===== src/tmr_cfg_pkg.sv =====
// constants for the timer configuration and clock-source block
`default_nettype none
package tmr_cfg_pkg;
    // ********************************************************************
    // register map
    // ********************************************************************
    localparam logic [11:0] CFG_OFFSET      = 12'h000;
    localparam logic [11:0] MATCH_L_OFFSET  = 12'h004;
    localparam logic [11:0] MATCH_H_OFFSET  = 12'h008;
    localparam logic [11:0] RELOAD_L_OFFSET = 12'h00c;
    localparam logic [11:0] RELOAD_H_OFFSET = 12'h010;
    localparam logic [11:0] COUNT_OFFSET    = 12'h014;
    localparam logic [11:0] RELOAD_CMD_OFFSET = 12'h018;
    // ********************************************************************
    // configuration fields
    // ********************************************************************
    localparam int MERGE_BIT      = 0;
    localparam int MODE_LSB       = 1;
    localparam int MODE_MSB       = 2;
    localparam int SEL_LSB        = 3;
    localparam int SEL_MSB        = 6;
    localparam int INHIBIT_L_BIT  = 7;
    localparam int INHIBIT_H_BIT  = 8;
    localparam logic [8:0]  CFG_RESET      = 9'h000;
    localparam logic [15:0] HALF_RESET     = 16'h0000;
    localparam int NUM_INPUTS = 8;
    localparam int SYNC_STAGES = 3;
    // ********************************************************************
    // clock modes
    // ********************************************************************
    typedef enum logic [1:0] {
        MODE_SYSCLK      = 2'h0,
        MODE_PRESCALED   = 2'h1,
        MODE_INPUT       = 2'h2,
        MODE_PRESC_INPUT = 2'h3
    } clock_source_mode_type;
endpackage : tmr_cfg_pkg
`default_nettype wire


===== src/tmr_input_sync.sv =====
// three-stage synchroniser with edge detection for the timer inputs
`default_nettype none
module tmr_input_sync (
    // clock and reset
    input  wire logic                                i_clk,
    input  wire logic                                i_rstn,
    // asynchronous inputs
    input  wire logic [tmr_cfg_pkg::NUM_INPUTS-1:0]  i_pins,
    // synchronised level and edges
    output logic      [tmr_cfg_pkg::NUM_INPUTS-1:0]  o_level,
    output logic      [tmr_cfg_pkg::NUM_INPUTS-1:0]  o_rise,
    output logic      [tmr_cfg_pkg::NUM_INPUTS-1:0]  o_fall
);
    logic [tmr_cfg_pkg::NUM_INPUTS-1:0] s1_q;
    logic [tmr_cfg_pkg::NUM_INPUTS-1:0] s2_q;
    logic [tmr_cfg_pkg::NUM_INPUTS-1:0] s3_q;
    logic [tmr_cfg_pkg::NUM_INPUTS-1:0] level_q;

    genvar g;
    generate
        for (g = 0; g < tmr_cfg_pkg::NUM_INPUTS; g++) begin : g_sync
            always_ff @(posedge i_clk or negedge i_rstn) begin
                if (!i_rstn) begin
                    s1_q[g]    <= 1'b0;
                    s2_q[g]    <= 1'b0;
                    s3_q[g]    <= 1'b0;
                    level_q[g] <= 1'b0;
                end else begin
                    s1_q[g] <= i_pins[g];
                    s2_q[g] <= s1_q[g];
                    s3_q[g] <= s2_q[g];
                    // change counts once stages two and three agree
                    if (s2_q[g] == s3_q[g]) begin
                        level_q[g] <= s3_q[g];
                    end
                end
            end
            assign o_rise[g] = (s2_q[g] == s3_q[g]) && s3_q[g] && !level_q[g];
            assign o_fall[g] = (s2_q[g] == s3_q[g]) && !s3_q[g] && level_q[g];
        end
    endgenerate
    assign o_level = level_q;
endmodule // tmr_input_sync
`default_nettype wire


===== src/tmr_clock_select.sv =====
// timer configuration register, clock-source selection and match reload
`default_nettype none
module tmr_clock_select (
    // clock and reset
    input  wire logic        i_clk,
    input  wire logic        i_rstn,
    // register port
    input  wire logic [11:0] i_addr,
    input  wire logic [31:0] i_wdata,
    input  wire logic        i_wr,
    input  wire logic        i_rd,
    output logic      [31:0] o_rdata,
    // timer inputs
    input  wire logic [7:0]  i_timer_in,
    // reload request from the counter logic
    input  wire logic        i_reload_l,
    input  wire logic        i_reload_h,
    // timer-facing status
    output logic             o_tick,
    output logic             o_presc_en,
    output logic             o_merged,
    output logic      [31:0] o_match,
    output logic      [31:0] o_count
);
    // ********************************************************************
    // register decode
    // ********************************************************************
    function automatic logic hit(input logic [11:0] a, input logic [11:0] off);
        return a == off;
    endfunction

    logic [8:0]  cfg_q;
    logic [15:0] match_l_q;
    logic [15:0] match_h_q;
    logic [15:0] reload_l_q;
    logic [15:0] reload_h_q;
    logic [31:0] count_q;
    logic [31:0] rdata_q;
    logic        sw_reload_q;

    logic [3:0]  sel;
    logic [1:0]  mode_bits;
    logic        merged;
    logic        inh_l;
    logic        inh_h;
    assign sel       = cfg_q[tmr_cfg_pkg::SEL_MSB:tmr_cfg_pkg::SEL_LSB];
    assign mode_bits = cfg_q[tmr_cfg_pkg::MODE_MSB:tmr_cfg_pkg::MODE_LSB];
    assign merged    = cfg_q[tmr_cfg_pkg::MERGE_BIT];
    assign inh_l     = cfg_q[tmr_cfg_pkg::INHIBIT_L_BIT];
    assign inh_h     = cfg_q[tmr_cfg_pkg::INHIBIT_H_BIT];

    // ********************************************************************
    // configuration register
    // ********************************************************************
    // select field resets
    always_ff @(posedge i_clk or negedge i_rstn) begin
        if (!i_rstn) begin
            cfg_q <= tmr_cfg_pkg::CFG_RESET;
        end else if (i_wr && hit(i_addr, tmr_cfg_pkg::CFG_OFFSET)) begin
            cfg_q <= i_wdata[8:0];
        end
    end

    always_ff @(posedge i_clk or negedge i_rstn) begin
        if (!i_rstn) begin
            reload_l_q <= tmr_cfg_pkg::HALF_RESET;
            reload_h_q <= tmr_cfg_pkg::HALF_RESET;
        end else if (i_wr) begin
            if (hit(i_addr, tmr_cfg_pkg::RELOAD_L_OFFSET)) begin
                reload_l_q <= i_wdata[15:0];
            end
            if (hit(i_addr, tmr_cfg_pkg::RELOAD_H_OFFSET)) begin
                reload_h_q <= i_wdata[15:0];
            end
        end
    end

    always_ff @(posedge i_clk or negedge i_rstn) begin
        if (!i_rstn) begin
            sw_reload_q <= 1'b0;
        end else begin
            sw_reload_q <= i_wr && hit(i_addr, tmr_cfg_pkg::RELOAD_CMD_OFFSET) && i_wdata[0];
        end
    end

    // ********************************************************************
    // clock source
    // ********************************************************************
    logic [7:0] lvl;
    logic [7:0] rise;
    logic [7:0] fall;

    tmr_input_sync u_sync (
        .i_clk   (i_clk),
        .i_rstn  (i_rstn),
        .i_pins  (i_timer_in),
        .o_level (lvl),
        .o_rise  (rise),
        .o_fall  (fall)
    );

    logic [2:0] in_idx;
    logic       edge_seen;
    assign in_idx    = sel[3:1];
    assign edge_seen = sel[0] ? fall[in_idx] : rise[in_idx];

    tmr_cfg_pkg::clock_source_mode_type mode;
    assign mode = tmr_cfg_pkg::clock_source_mode_type'(mode_bits);

    always_comb begin
        o_tick     = 1'b1;
        o_presc_en = 1'b1;
        case (mode)
            tmr_cfg_pkg::MODE_SYSCLK: begin
                o_tick     = 1'b1;
                o_presc_en = 1'b1;
            end
            tmr_cfg_pkg::MODE_PRESCALED: begin
                o_tick     = 1'b1;
                o_presc_en = edge_seen;
            end
            tmr_cfg_pkg::MODE_INPUT, tmr_cfg_pkg::MODE_PRESC_INPUT: begin
                o_tick     = edge_seen;
                o_presc_en = edge_seen;
            end
            default: begin
                o_tick     = 1'b1;
                o_presc_en = 1'b1;
            end
        endcase
    end

    // ********************************************************************
    // counter width and match reload
    // ********************************************************************
    logic do_l;
    logic do_h;
    assign do_l = (i_reload_l || sw_reload_q) && !inh_l;
    assign do_h = merged ? ((i_reload_l || sw_reload_q) && !inh_l)
                         : ((i_reload_h || sw_reload_q) && !inh_h);

    always_ff @(posedge i_clk or negedge i_rstn) begin
        if (!i_rstn) begin
            match_l_q <= tmr_cfg_pkg::HALF_RESET;
            match_h_q <= tmr_cfg_pkg::HALF_RESET;
        end else begin
            if (i_wr && hit(i_addr, tmr_cfg_pkg::MATCH_L_OFFSET)) begin
                match_l_q <= i_wdata[15:0];
            end else if (do_l) begin
                match_l_q <= reload_l_q;
            end
            if (i_wr && hit(i_addr, tmr_cfg_pkg::MATCH_H_OFFSET)) begin
                match_h_q <= i_wdata[15:0];
            end else if (do_h) begin
                match_h_q <= reload_h_q;
            end
        end
    end

    always_ff @(posedge i_clk or negedge i_rstn) begin
        if (!i_rstn) begin
            count_q <= 32'h0000_0000;
        end else if (o_tick) begin
            if (merged) begin
                count_q <= count_q + 32'h0000_0001;
            end else begin
                count_q <= {count_q[31:16] + 16'h0001, count_q[15:0] + 16'h0001};
            end
        end
    end

    // ********************************************************************
    // read port
    // ********************************************************************
    always_ff @(posedge i_clk or negedge i_rstn) begin
        if (!i_rstn) begin
            rdata_q <= 32'h0000_0000;
        end else if (i_rd) begin
            if (hit(i_addr, tmr_cfg_pkg::CFG_OFFSET)) begin
                rdata_q <= {23'h000000, cfg_q};
            end else if (hit(i_addr, tmr_cfg_pkg::MATCH_L_OFFSET)) begin
                rdata_q <= {16'h0000, match_l_q};
            end else if (hit(i_addr, tmr_cfg_pkg::MATCH_H_OFFSET)) begin
                rdata_q <= {16'h0000, match_h_q};
            end else if (hit(i_addr, tmr_cfg_pkg::RELOAD_L_OFFSET)) begin
                rdata_q <= {16'h0000, reload_l_q};
            end else if (hit(i_addr, tmr_cfg_pkg::RELOAD_H_OFFSET)) begin
                rdata_q <= {16'h0000, reload_h_q};
            end else if (hit(i_addr, tmr_cfg_pkg::COUNT_OFFSET)) begin
                rdata_q <= count_q;
            end else begin
                rdata_q <= 32'h0000_0000;
            end
        end else begin
            rdata_q <= 32'h0000_0000;
        end
    end

    assign o_rdata  = rdata_q;
    assign o_merged = merged;
    assign o_match  = {match_h_q, match_l_q};
    assign o_count  = count_q;
endmodule // tmr_clock_select
`default_nettype wire


===== config.mk =====
export PLATFORM = sky130hd
export DESIGN_NAME = tmr_clock_select
export DESIGN_NICKNAME = d
export VERILOG_FILES = /design/src/tmr_cfg_pkg.sv /design/src/tmr_input_sync.sv /design/src/tmr_clock_select.sv
export SDC_FILE = /design/constraint.sdc
export NUM_CORES = 1
export LEC_CHECK = 0
export BUFFER_PORTS_ARGS = -buffer_cell sky130_fd_sc_hd__buf_2
export CAP_MARGIN = 20
export CORE_UTILIZATION = 57
export CTS_BUF_LIST = sky130_fd_sc_hd__clkbuf_8
export DETAILED_ROUTE_END_ITERATION = 10
export PLACE_DENSITY = 0.82
export RECOVER_POWER = 25
export SKIP_CTS_REPAIR_TIMING = 1
export SLEW_MARGIN = 5
export SYNTH_ARGS = -nofsm -noshare
export SYNTH_HDL_FRONTEND = slang
export SYNTH_SLANG_ARGS = --single-unit

===== constraint.sdc =====
create_clock -name i_clk -period 2.9 [get_ports i_clk]
set_clock_uncertainty 0.15 [all_clocks]
set_input_delay 0.435 -clock i_clk [delete_from_list [all_inputs] [get_ports i_clk]]
set_output_delay 0.435 -clock i_clk [all_outputs]
set_load 0.005 [all_outputs]

; ---- Word-level counts from Yosys, hierarchy flattened
; Index checks and enable logic that the tools add are counted.
[classes]
n_addsub = 3
magnitude_cmp = 1
n_eq_ne = 17
mux = 20
reduce_logical = 68
[ops]
columns = op, n
row1 = two-way mux 32 bit, 8
row2 = two-way mux 16 bit, 4
row3 = logical AND 1 bit, 39
row4 = == test 12 x 5 -> 1 bit (second input constant), 3
row5 = adder 16 x 1 -> 16 bit (second input constant), 2
row6 = adder 32 x 1 -> 32 bit (second input constant), 1
row7 = == test 12 x 4 -> 1 bit (second input constant), 2
row8 = logical NOT 1 bit, 18
row9 = == test 12 x 3 -> 1 bit (second input constant), 1
row10 = logical NOT 12 bit, 1
row11 = == test 1 bit, 8
row12 = binary-select mux 1 bit (select 3 bit), 2
row13 = == test 2 bit (second input constant), 2
row14 = less-than comparator 3 x 4 -> 1 bit (second input constant), 1
row15 = two-way mux 1 bit, 4
row16 = case mux 1 bit (2 select lines), 2
row17 = AND reduction 2 bit, 2
row18 = nonzero test 2 bit, 2
row19 = OR reduction 2 bit, 2
row20 = OR reduction 3 bit, 1
row21 = == test 2 x 1 -> 1 bit (second input constant), 1
row22 = logical NOT 2 bit, 1
row23 = logical OR 1 bit, 2
[word_totals]
regBits = 170
output_inout_bits = 99
word_cells = 149

; ---- Depth between registers and ports, before layout
; Gate-level depths: netlist of the first run.
[depth]
depth_word = 8
depth_mapped = 9
depth_no_buf = 9

; ---- By module
; Synthesis of the first run repeated with hierarchy kept, for this count alone.
[unflattened]
hier_cells = 661
area_unflattened_um2 = 7713.6
[modules_own_cells]
columns = module, instances, cells_each, area_each_um2
row1 = tmr_clock_select, 1, 573, 6432.4
row2 = tmr_input_sync, 1, 88, 1281.2

; ---- Worst setup path after synthesis of the first run
; OpenSTA, ideal clock, no wires.
[synth_path]
path_type = input -> register
start = input i_addr[9]
end = register cfg_q[0]
t_arrival_ns = 2.521
path_slack_ns = 0.104
cell_stages = 7
path_cell_list = or4_1 or4_4 or3_1 buf_2 or2_1 buf_6 mux2_2
[synth_between]
elab_chain_cells = 2
[synth_rtl]
columns = item, line_no
row1 = from (decl), tmr_clock_select.sv:8  ; input wire logic [11:0] i_addr,
row2 = logical NOT 12 bit, tmr_clock_select.sv:29  ; return a == off;
row3 = logical AND 1 bit, tmr_clock_select.sv:59  ; end else if (i_wr && hit(i_addr, tmr_cfg_pkg::CFG_OFFSET)) begin
row4 = to (signal assigned), tmr_clock_select.sv:58  ; cfg_q <= tmr_cfg_pkg::CFG_RESET;
row5 = to (signal assigned), tmr_clock_select.sv:60  ; cfg_q <= i_wdata[8:0];
row6 = to (decl), tmr_clock_select.sv:32  ; logic [8:0] cfg_q;
; No other way between the ends.
; A chain may end at the register's enable or synchronous reset.

; ---- Worst setup path after layout of the first run
[layout_path]
start = register u_sync.s2_q[0] (netlist bit)
end = output o_tick
[layout_between]
elab_chain_cells = 7
elab_cells_between_ends = 11
cone_classes = eq/ne (1) / mux (6) / reduce/logical (4)
[layout_rtl]
columns = item, line_no
row1 = from (decl), tmr_input_sync.sv:15  ; logic [tmr_cfg_pkg::NUM_INPUTS-1:0] s2_q;
row2 = "from (signal, indexed assignment)", tmr_input_sync.sv:30  ; s2_q[g] <= s1_q[g];
row3 = == test 1 bit *, "tmr_input_sync.sv:38, tmr_input_sync.sv:39"
row4 = logical AND 1 bit (on tied branches) (2 in series), "tmr_input_sync.sv:38, tmr_input_sync.sv:39"
row5 = binary-select mux 1 bit (select 3 bit), tmr_clock_select.sv:105  ; assign edge_seen = sel[0] ? fall[in_idx] : rise[in_idx];
row6 = two-way mux 1 bit (not written as such), tmr_clock_select.sv:105
row7 = two-way mux 1 bit *, tmr_clock_select.sv:105
row8 = case mux 1 bit (2 select lines) *, tmr_clock_select.sv:113  ; case (mode)
row9 = to (decl), tmr_clock_select.sv:19  ; output logic o_tick,
; Mark *: on every way between the ends. The rest lies on a longest branch, timed or not. The select of a mux whose other input is x is not followed.

==> reports/qor_table.md, run 1 <==
| Stage | Quantity | Value |
|:---|:---|:---|
| clock tree | Number of buffers created by CTS | 17 |
| routing | Top layer used by detailed routing | met4 |
| floorplanning | Number of placement rows | 41 |
| layout | Leading cell types in the layout, fill and taps excluded | sky130_fd_sc_hd__dfrtp_1, sky130_fd_sc_hd__buf_2, sky130_fd_sc_hd__nand2_1, sky130_fd_sc_hd__nor2_1, sky130_fd_sc_hd__a21oi_1 |
| clock tree | Cell at the root of the clock tree | sky130_fd_sc_hd__clkbuf_8 |
| grt | Wire length of the first global-routing pass | 31,000 um |
| grt | Antenna violations before repair | 2 |
| timing | Worst rel slew slack | 25.3% |
| timing | Total count of hold-check failures in the final report | 0 |
| timing | Worst Tran Pin Value | 1.12 ns |
| timing | F_max | 0.334 GHz |
| worst setup path | CP top delay family | simple AND/OR/NAND/NOR gates |
| floorplanning | Area of the die | 13,900 um^2 |
| layout | # fillers | 859 |
| timing | RSZ-0062 raised after global routing | true |
| routing | Final routed wire length divided by cell count | 18.5 um |
| place | Minimum setup slack after placement | -0.0687 ns |
| pwr | VDD IR max | 338 uV |
| routing | Antenna violation net count after detailed routing | 0 |
| layout | Cell area after layout | 9350 um^2 |
| routing | Wire length reported by the detailed router | 19,500 um |
| grt | Number of global-route vias before repair | 6,250 |
| logic synthesis | Count of mapped cells out of synthesis | 697 |
| clock tree | Register clock-pin slew on the reported worst setup and hold paths | 0.09 ns |
| status | Failing checks | setup timing |
| layout | Fraction of final layout cells sized beyond drive strength 1 | 30.7% |
| timing | Final worst-path setup slack | -0.0980 ns |
| min path | Hold Crit Class | input port to flop |
| run | Total of max-cap violations | 0 |
| pwr | Final Total Pwr | 5.14 mW |
| worst setup path | Cell type of the slowest stage on the worst timing path | sky130_fd_sc_hd__or4_4 |
| layout | Area Overhead vs Synth | 22.0% |
| logic synthesis | Main synth FF type | sky130_fd_sc_hd__dfrtp_1 |
| place | HPWL reported at the end of detailed placement | 13,700 um |
| timing | Number of slew-limit violations in the final report | 0 |
| status | Status | finished with violations |
| worst setup path | Cells along the critical path | ha_2, nor3b_1, or4_4, a41oi_2, o41a_1, inv_2, buf_6 |
| logic synthesis | Number of nets in the synthesized netlist | 773 |
| routing | Sum of met2 wire segment lengths after detailed routing | 9390 um |
| routing | Drt pass-1 iters | 5 |
| place | Cell Area, Placed | 8750 um^2 |
| logic synthesis | Number of synthesized register bits | 170 |
| routing | DRC violations left | 0 |
| clock tree | Clock sinks | 170 |
| floorplanning | Die Y | 118 um |
| routing | Via-per-instance ratio | 5.93 |
| clock tree | TritonCTS clock tree | built |
| worst setup path | Crit start category | flop |
| logic synthesis | Count of distinct cell types in the synthesized netlist | 49 |
| layout | Leading cell type in the layout, fill and taps excluded | sky130_fd_sc_hd__dfrtp_1 |
| routing | Routed metal-1 wirelength | 8170 um |
| logic synthesis | Syn. warnings | 0 |
| grt | Total Routing Usage GR | 28.8% |
| floorplanning | Initial core utilization | 59.5% |
| logic synthesis | Number of synthesized flops with an enable pin | 0 |
| timing | Post-route minimum period | 3.00 ns |
| logic synthesis | Asr flop ratio synth | 100% |
| logic synthesis | Sequential-to-total area share from yosys stat | 55.5% |
| logic synthesis | Post-synthesis cell area | 7660 um^2 |
| grt | Largest net degree at the start of global routing | 67 |
| grt | Global route total overflow | 0 |
| floorplanning | Floorplan core area | 12,900 um^2 |
| floorplanning | Overall die width | 118 um |
| floorplanning | Number of top-level pins | 157 |
| place | Number of buffers added on ports | 140 |
| worst setup path | Crit Path Class | flop to primary output |
| layout | Layout net count | 940 |
| pwr | Cell leakage power | 4.84 nW |
| routing | Amount of wire on met3 after detailed routing | 1240 um |
| worst setup path | Delay of the slowest critical-path stage | 0.44 ns |
| logic synthesis | Synthesized area per cell | 11.0 um^2 |
| pwr | Power per standard cell area | 550 nW/um^2 |
| timing | Number of setup violations in the final report | 1 |
| worst setup path | Arrival time at the worst endpoint | 2.41 ns |
| worst setup path | Critical Path RT | 2.32 ns |
| clock tree | Source-to-sink clock delay at the later pin of the worst-skew pair | 0.47 ns |
| routing | DRC marker count from the first detailed-route iteration | 521 |
| worst setup path | Critical Path Sink Type | primary output |
| worst setup path | Number of buffer and inverter stages on the critical path | 2 |
| worst setup path | CP Max Fanout | 4 |
| clock tree | Number of buffers between clock root and the deepest sink | 2 |
| place | Final weighted congestion in routability-driven placement | 0.886 |
| routing | Detailed-route via count | 6,235 |
| timing | Part of the cycle the worst path needs | 103% |
| clock tree | H-Tree Level Count | 4 |
registers in the layout, indices dropped and copies added, names as in the netlist:
| name | cells |
|---|---|
| match_h_q | 16 |
| u_sync.s2_q | 8 |
| o_rdata | 32 |
| u_sync.s1_q | 8 |
| sw_reload_q | 1 |
| reload_l_q | 16 |
| match_l_q | 16 |
| u_sync.s3_q | 8 |
| u_sync.o_level | 8 |
| cfg_q | 9 |
| reload_h_q | 16 |
| o_count | 32 |
layer usage:
metal	vias up	global-route usage (%)
met5	-	0
met4	0	15.5
met3	55	5.96
met2	282	45.7
met1	3092	37.2
li1	2806	-
cell usage after synthesis, types with 3 or more instances:
master,instances,area share [%]
sky130_fd_sc_hd__nor4_1,6,0.49
sky130_fd_sc_hd__nor3_1,13,0.85
sky130_fd_sc_hd__clkbuf_1,25,1.2
sky130_fd_sc_hd__a41oi_1,3,0.34
sky130_fd_sc_hd__a221oi_1,8,0.91
sky130_fd_sc_hd__o21ai_0,35,2.3
sky130_fd_sc_hd__a211oi_1,7,0.69
sky130_fd_sc_hd__dfrtp_1,170,56
sky130_fd_sc_hd__o22ai_1,7,0.57
sky130_fd_sc_hd__or4_1,7,0.69
sky130_fd_sc_hd__buf_1,3,0.15
sky130_fd_sc_hd__nor4b_1,4,0.46
sky130_fd_sc_hd__nor3b_1,7,0.69
sky130_fd_sc_hd__and3_1,6,0.49
sky130_fd_sc_hd__inv_1,22,1.1
sky130_fd_sc_hd__or3_1,4,0.33
sky130_fd_sc_hd__a31oi_1,9,0.73
sky130_fd_sc_hd__nand3b_1,5,0.49
sky130_fd_sc_hd__nor2_1,53,2.6
sky130_fd_sc_hd__xnor2_1,4,0.46
sky130_fd_sc_hd__nand2_1,56,2.7
sky130_fd_sc_hd__a21oi_1,49,3.2
sky130_fd_sc_hd__a22o_1,8,0.91
sky130_fd_sc_hd__ha_1,18,2.9
sky130_fd_sc_hd__nand3_1,11,0.72
sky130_fd_sc_hd__mux2i_1,32,4.2
sky130_fd_sc_hd__and2_1,18,1.5
sky130_fd_sc_hd__nor2b_1,3,0.24
sky130_fd_sc_hd__mux2_2,41,6.0
sky130_fd_sc_hd__xor2_1,26,3.0
sky130_fd_sc_hd__nand4_1,7,0.57
sky130_fd_sc_hd__buf_2,7,0.46
logic make-up (layout without fill, tap and decap cells):
group,Yosys count,in the layout,share of synthesized area [%]
adders and majority gates,18,18,2.94
xor gates and xnor gates,30,30,3.43
and+or+nand+nor,211,211,14.0
DFF,170,170,55.5
AOI/OAI and AO/OA,137,137,10.8
muxes,73,73,10.2
other,0,2,0
buffers and inverters,58,238,3.05
through the flow:
stage               setup TNS [ns]  hold WS, ns  instances  util [%]
CTS                         -0.393       -0.275       1037      71.4
global placement            -0.162        0.183       1005      67.9
finish                     -0.0980        0.102       1051      72.6
detailed placement          -0.538        0.185       1005      67.9
floorplan                        0      -0.0106        697         -
global route                -0.175       0.0944       1051      72.6
cell type report:
type                    count  area (um^2)  share of cell area [%]
diodes                      2         5.00                  0.0536
clock buffers              18          248                    2.65
clock inverters            14          195                    2.09
inverters                  22         82.6                   0.884
multi-input cells         469         3250                    34.7
flip-flops and latches    170         4260                    45.5
well taps                 172          215                    2.30
repair buffers            184         1100                    11.7
path summary, 6_finish.rpt:
check,from,to,slack (ns),cells past startpoint
setup reg to reg,u_sync.s2_q[2],o_count[26],0.19,8
setup / recovery,u_sync.s2_q[0],o_tick,-0.1,7
max in group asynchronous,i_rstn,o_rdata[15],0.56,3
hold / removal,i_wdata[12],reload_h_q[12],0.10,2
min in group asynchronous,i_rstn,o_rdata[26],0.55,2
hold reg to reg,u_sync.s1_q[2],u_sync.s2_q[2],0.20,0
power breakdown:
group	switching, mW	internal, mW	total (mW)
sequential	0.197	2.51	2.70
clock	0.871	0.966	1.84
combinational	0.336	0.266	0.602
Note: power is estimated with default switching activity, not from simulation.
==> inputs of run 2 (changes only) <==
- CAP_MARGIN: 20 -> default
- CORE_MARGIN: default -> 2
==> run 2 against run 1 <==
The flow still finishes with violations (setup timing). Combinational power is 2% higher. Critical path depth stayed put. Global-route usage is 0.47 points lower. Wire length is 3.4% higher. Clock-buffer cell count is 1 higher. Utilization is 1.7 points lower. Sequential power hardly changed.
==> reports/qor_table.md, run 2 (same netlist as run 1, synthesis figures left out) <==
| Stage | Quantity | Value |
|:---|:---|:---|
| worst setup path | Delay of the slowest critical-path stage | 0.46 ns |
| worst setup path | Arrival time at the worst endpoint | 2.37 ns |
| timing | Number of slew-limit violations in the final report | 0 |
| timing | RSZ-0062 raised after global routing | true |
| run | Total of max-cap violations | 0 |
| worst setup path | Cell type of the slowest stage on the worst timing path | sky130_fd_sc_hd__or4_4 |
| pwr | VDD IR max | 323 uV |
| pwr | Relative contribution of sequential cells to total power | 53.0% |
| floorplanning | Number of top-level pins | 157 |
| layout | Fraction of final layout cells sized beyond drive strength 1 | 30.0% |
| layout | ANT cells | 0 |
| timing | Post-route minimum period | 2.96 ns |
| pwr | Clock network fraction of design power | 34.9% |
| routing | Drt pass-1 iters | 5 |
| clock tree | Number of buffers created by CTS | 17 |
| grt | Wire length of the first global-routing pass | 31,300 um |
| timing | Worst Tran Pin Value | 0.723 ns |
| min path | Hold Crit Class | input port to flop |
| layout | Area Overhead vs Synth | 21.9% |
| routing | DRC marker count from the first detailed-route iteration | 751 |
| worst setup path | Setup slack, reg-to-reg | 0.13 ns |
| clock tree | Register clock-pin slew on the reported worst setup and hold paths | 0.08 ns |
| worst setup path | Crit Path Class | flop to primary output |
| timing | Final worst-path setup slack | -0.0585 ns |
| floorplanning | Initial core utilization | 58.1% |
| clock tree | TritonCTS clock tree | built |
| status | Status | finished with violations |
| grt | Largest net degree at the start of global routing | 67 |
| worst setup path | CP Max Fanout | 3 |
| routing | Antenna violation net count after detailed routing | 0 |
| timing | Part of the cycle the worst path needs | 102% |
| pwr | Power share of the combinational group | 12.1% |
| clock tree | Clock sinks | 170 |
| pwr | Switching part of the total | 26.6% |
| floorplanning | Area of the die | 14,400 um^2 |
| floorplanning | Overall die width | 120 um |
| grt | Number of global-route vias before repair | 6,212 |
| routing | Final routed wire length divided by cell count | 19.2 um |
| layout | Layout net count | 937 |
| clock tree | Source-to-sink clock delay at the later pin of the worst-skew pair | 0.47 ns |
| pwr | Cell leakage power | 4.85 nW |
| pwr | Internal power contribution | 3.74 mW |
| grt | Global route total overflow | 0 |
| layout | # fillers | 909 |
| pwr | Power per standard cell area | 546 nW/um^2 |
| worst setup path | Critical Path Sink Type | primary output |
| layout | Leading cell type in the layout, fill and taps excluded | sky130_fd_sc_hd__dfrtp_1 |
| worst setup path | Cells along the critical path | ha_2, nor3b_2, or4_4, o21ai_2, o41a_1, inv_2, buf_2 |
| pwr | Final Total Pwr | 5.10 mW |
| pwr | Net switching power | 1.36 mW |
| routing | Via-per-instance ratio | 6.03 |
| routing | Wire length reported by the detailed router | 20,100 um |
| clock tree | H-Tree Level Count | 4 |
| place | Final weighted congestion in routability-driven placement | 0.858 |
| worst setup path | Crit start category | flop |
| timing | Number of setup violations in the final report | 1 |
| routing | Detailed-route via count | 6,319 |
| worst setup path | Critical Path RT | 2.32 ns |
| floorplanning | Floorplan core area | 13,200 um^2 |
| routing | DRC violations left | 0 |
| grt | Total Routing Usage GR | 28.3% |
| timing | Worst rel slew slack | 51.7% |
| floorplanning | Number of placement rows | 42 |
| clock tree | Number of buffers between clock root and the deepest sink | 2 |
| layout | Leading cell types in the layout, fill and taps excluded | sky130_fd_sc_hd__dfrtp_1, sky130_fd_sc_hd__buf_2, sky130_fd_sc_hd__nand2_1, sky130_fd_sc_hd__nor2_1, sky130_fd_sc_hd__a21oi_1 |
| status | Failing checks | setup timing |
| place | Number of buffers added on ports | 140 |
| timing | F_max | 0.338 GHz |
| floorplanning | Die Y | 120 um |
| clock tree | Cell at the root of the clock tree | sky130_fd_sc_hd__clkbuf_8 |
| place | Minimum setup slack after placement | -0.0737 ns |
| place | HPWL reported at the end of detailed placement | 13,600 um |
| grt | Antenna violations before repair | 0 |
| timing | Total count of hold-check failures in the final report | 0 |
-- run 2: through the flow --
step                cells  TNS [ns]  util, %  hold slack (ns)  area, um^2
finish               1048   -0.0585     70.8            0.104        9340
global route         1048    -0.219     70.8            0.105        9340
CTS                  1032    -0.395     69.1           -0.229        9120
detailed placement   1002     -1.32     66.0            0.186        8700
global placement     1002         0     66.0            0.183        8700
floorplan             697         0        -          -0.0106        7660
-- run 2: routing by layer --
metal / routed length (um) / global-route usage (%) / share of wire, %
met1: 8270 / 36.8 / 41
met2: 9990 / 45.0 / 50
met3: 1280 / 6.70 / 6.4
met4: 612 / 13.5 / 3.0
met5: 0 / 0 / 0
-- run 2: cell type report --
class	count	area (um^2)	share of cell area (%)
flip-flops and latches	170	4250	45.5
clock inverters	11	155	1.66
inverters	22	82.6	0.884
repair buffers	181	1090	11.7
well taps	176	220	2.36
clock buffers	19	262	2.80
multi-input cells	469	3280	35.1
-- run 2: critical path: cells and delay by family, from the launching register on --
family	cells	cell delay (ns)
buf+inv	2	0.21
fa+ha+maj	1	0.18
flops	1	0.41
compound gates	2	0.48
simple gates	2	0.62
-- run 2: power by group through the flow --
stage               logic (mW)  clock network, mW  registers, mW
global route             0.687               1.90           2.72
finish                   0.616               1.78           2.70
CTS                      0.593               1.79           2.69
detailed placement       0.587                  0           2.74
floorplan                0.298                  0           2.70
global placement         0.558                  0           2.72
-- run 2: worst paths after layout --
| check | start | end | cells past startpoint |
|---|---|---|---|
| max in group asynchronous | i_rstn | reload_l_q[6] | 3 |
| worst min-delay path | i_wdata[15] | reload_l_q[15] | 2 |
| min in group asynchronous | i_rstn | o_count[27] | 2 |
| worst min register to register | u_sync.s1_q[7] | u_sync.s2_q[7] | 0 |
| worst max-delay path | u_sync.s2_q[0] | o_tick | 7 |
| worst max register to register | u_sync.s3_q[2] | o_count[14] | 9 |
==> inputs of run 3 (changes only) <==
==> constraint.sdc (replaced) <==
create_clock -name i_clk -period 2.9 [get_ports i_clk]
set_clock_uncertainty 0.15 [all_clocks]
set_input_delay 0.58 -clock i_clk [delete_from_list [all_inputs] [get_ports i_clk]]
set_output_delay 0.58 -clock i_clk [all_outputs]
set_load 0.005 [all_outputs]
==> run 3 against run 2 <==
The run still ends with setup timing left. Sequential share of layout area rose by 0.84 points. Maximum frequency fell by 5.5%. Sequential cell count did not move. Combinational power fell by 5.2%.
==> reports/qor_table.md, run 3 (same netlist as run 1, synthesis figures left out) <==
| Stage | Quantity | Value |
|:---|:---|:---|
| worst setup path | Critical Path Sink Type | primary output |
| floorplanning | Overall die width | 120 um |
| floorplanning | Floorplan core area | 13,200 um^2 |
| status | Status | finished with violations |
| grt | Wire length of the first global-routing pass | 31,000 um |
| routing | Final routed wire length divided by cell count | 18.4 um |
| pwr | Power share of the combinational group | 12.2% |
| clock tree | Source-to-sink clock delay at the later pin of the worst-skew pair | 0.47 ns |
| layout | Util after Layout | 69.6% |
| floorplanning | Area of the die | 14,400 um^2 |
| place | HPWL reported at the end of detailed placement | 13,700 um |
| clock tree | H-Tree Level Count | 4 |
| grt | Largest net degree at the start of global routing | 56 |
| timing | Worst Tran Pin Value | 1.37 ns |
| timing | Total count of hold-check failures in the final report | 0 |
| status | Failing checks | setup timing |
| layout | Leading cell type in the layout, fill and taps excluded | sky130_fd_sc_hd__dfrtp_1 |
| worst setup path | Crit Path Class | flop to primary output |
| layout | Area Overhead vs Synth | 19.7% |
| min path | Worst hold path depth | 1 |
| timing | Post-route minimum period | 3.13 ns |
| pwr | Switching part of the total | 29.4% |
| worst setup path | Crit start category | flop |
| pwr | VDD IR max | 276 uV |
| clock tree | Cell at the root of the clock tree | sky130_fd_sc_hd__clkbuf_8 |
| pwr | Power per standard cell area | 524 nW/um^2 |
| min path | Endpoint of the worst hold-timing path | u_sync.s1_q[3] |
| timing | Number of slew-limit violations in the final report | 0 |
| grt | Total Routing Usage GR | 27.9% |
| clock tree | Number of buffers created by CTS | 17 |
| layout | Cell area after layout | 9170 um^2 |
| place | Number of buffers added on ports | 140 |
| pwr | Internal power contribution | 3.39 mW |
| timing | Number of setup violations in the final report | 2 |
| pwr | Net switching power | 1.41 mW |
| floorplanning | Number of placement rows | 42 |
| timing | Worst rel slew slack | 8.86% |
| worst setup path | Worst flop-to-flop path endpoint | o_count[14] |
| worst setup path | Setup slack, reg-to-reg | 0.04 ns |
| grt | Number of global-route vias before repair | 6,040 |
| worst setup path | Critical Path RT | 2.17 ns |
| clock tree | Register clock-pin slew on the reported worst setup and hold paths | 0.09 ns |
| worst setup path | Arrival time at the worst endpoint | 2.40 ns |
| grt | Met2 usage | 44.5% |
| routing | DRC marker count from the first detailed-route iteration | 666 |
| worst setup path | CP Max Fanout | 3 |
| grt | Global route total overflow | 0 |
| place | Minimum setup slack after placement | -0.160 ns |
| floorplanning | Number of top-level pins | 157 |
| pwr | Clock network fraction of design power | 31.9% |
| place | Final weighted congestion in routability-driven placement | 0.938 |
| timing | F_max | 0.319 GHz |
| grt | Global routing met3 resource utilization | 6.18% |
| routing | Drt pass-1 iters | 5 |
| clock tree | Number of buffers between clock root and the deepest sink | 2 |
| clock tree | Clock sinks | 170 |
| floorplanning | Die Y | 120 um |
| clock tree | TritonCTS clock tree | built |
| run | Total of max-cap violations | 0 |
| layout | ANT cells | 0 |
| worst setup path | Worst reg2reg path startpoint | u_sync.s2_q[2] |
| worst setup path | Path depth of the worst reg2reg path | 9 |
| routing | DRC violations left | 0 |
| timing | Part of the cycle the worst path needs | 108% |
| routing | Via-per-instance ratio | 5.92 |
| timing | RSZ-0062 raised after global routing | true |
| min path | Hold Crit Class | input port to flop |
| floorplanning | Initial core utilization | 58.1% |
| grt | Grt peak-use layer | met2 |
| pwr | Relative contribution of sequential cells to total power | 56.0% |
| grt | Antenna violations before repair | 0 |
| layout | Layout net count | 930 |
| routing | Detailed-route via count | 6,177 |
| timing | Final worst-path setup slack | -0.231 ns |
| grt | Grt met1 use | 37.5% |
| place | Cell Area, Placed | 8760 um^2 |
| layout | Fraction of final layout cells sized beyond drive strength 1 | 30.3% |
| routing | Antenna violation net count after detailed routing | 0 |
| layout | Leading cell types in the layout, fill and taps excluded | sky130_fd_sc_hd__dfrtp_1, sky130_fd_sc_hd__buf_2, sky130_fd_sc_hd__nand2_1, sky130_fd_sc_hd__nor2_1, sky130_fd_sc_hd__a21oi_1 |
| routing | Wire length reported by the detailed router | 19,100 um |
| pwr | Cell leakage power | 4.77 nW |
| min path | Origin of the worst min-delay path | i_timer_in[3] |
## run 3: how the worst max path moves through the flow
stage	startpoint	slack (ns)	cells after the start	end
6_report	u_sync.s2_q[2]	-0.23	7	o_tick
5_1_grt	u_sync.s2_q[2]	-0.32	7	o_tick
4_1_cts	u_sync.s2_q[2]	-0.45	7	o_tick
3_5_place_dp	i_addr[9]	-0.16	6	cfg_q[1]
3_3_place_gp	i_addr[9]	-0.12	6	cfg_q[4]
2_1_floorplan	i_addr[9]	0.001	7	cfg_q[0]
## run 3: through the flow
step           hold slack [ns]  TNS, ns  power [mW]  cells
2_1_floorplan            0.134        0        2.99    697
3_3_place_gp             0.182    -1.69        3.27   1007
3_5_place_dp             0.188    -3.43        3.31   1007
4_1_cts                -0.0944   -0.690        4.83   1039
5_1_grt                 0.0248   -0.706        5.04   1043
6_report                0.0584   -0.412        4.81   1043
## run 3: area by class of cell
class                   instances  area [um^2]
clock inverters                14          118
fillers                       958         4020
flip-flops and latches        170         4250
inverters                      22         82.6
repair buffers                174         1010
well taps                     176          220
multi-input cells             469         3240
clock buffers                  18          248
## run 3: power by group through the flow
stage / registers, mW / logic [mW] / clock network [mW]
after floorplan: 2.70 / 0.298 / 0
after global placement: 2.72 / 0.550 / 0
after detailed placement: 2.73 / 0.581 / 0
after CTS: 2.68 / 0.586 / 1.56
after global routing: 2.72 / 0.661 / 1.67
final: 2.69 / 0.584 / 1.53
## run 3: layer usage
layer  vias up  part of all wire [%]
met2       294                    48
met4         0                   2.9
li1       2794                     -
met1      3039                    41
met5         -                     0
met3        50                   7.7
## run 3: worst max-delay path: stages, from the launching register on
cell and delay, ns:
sky130_fd_sc_hd__dfrtp_1 0.40, sky130_fd_sc_hd__ha_1 0.16, sky130_fd_sc_hd__or3b_4 0.38, sky130_fd_sc_hd__o2111ai_1 0.11
sky130_fd_sc_hd__nand4_1 0.17, sky130_fd_sc_hd__o41a_1 0.51, sky130_fd_sc_hd__inv_2 0.09, sky130_fd_sc_hd__buf_2 0.11
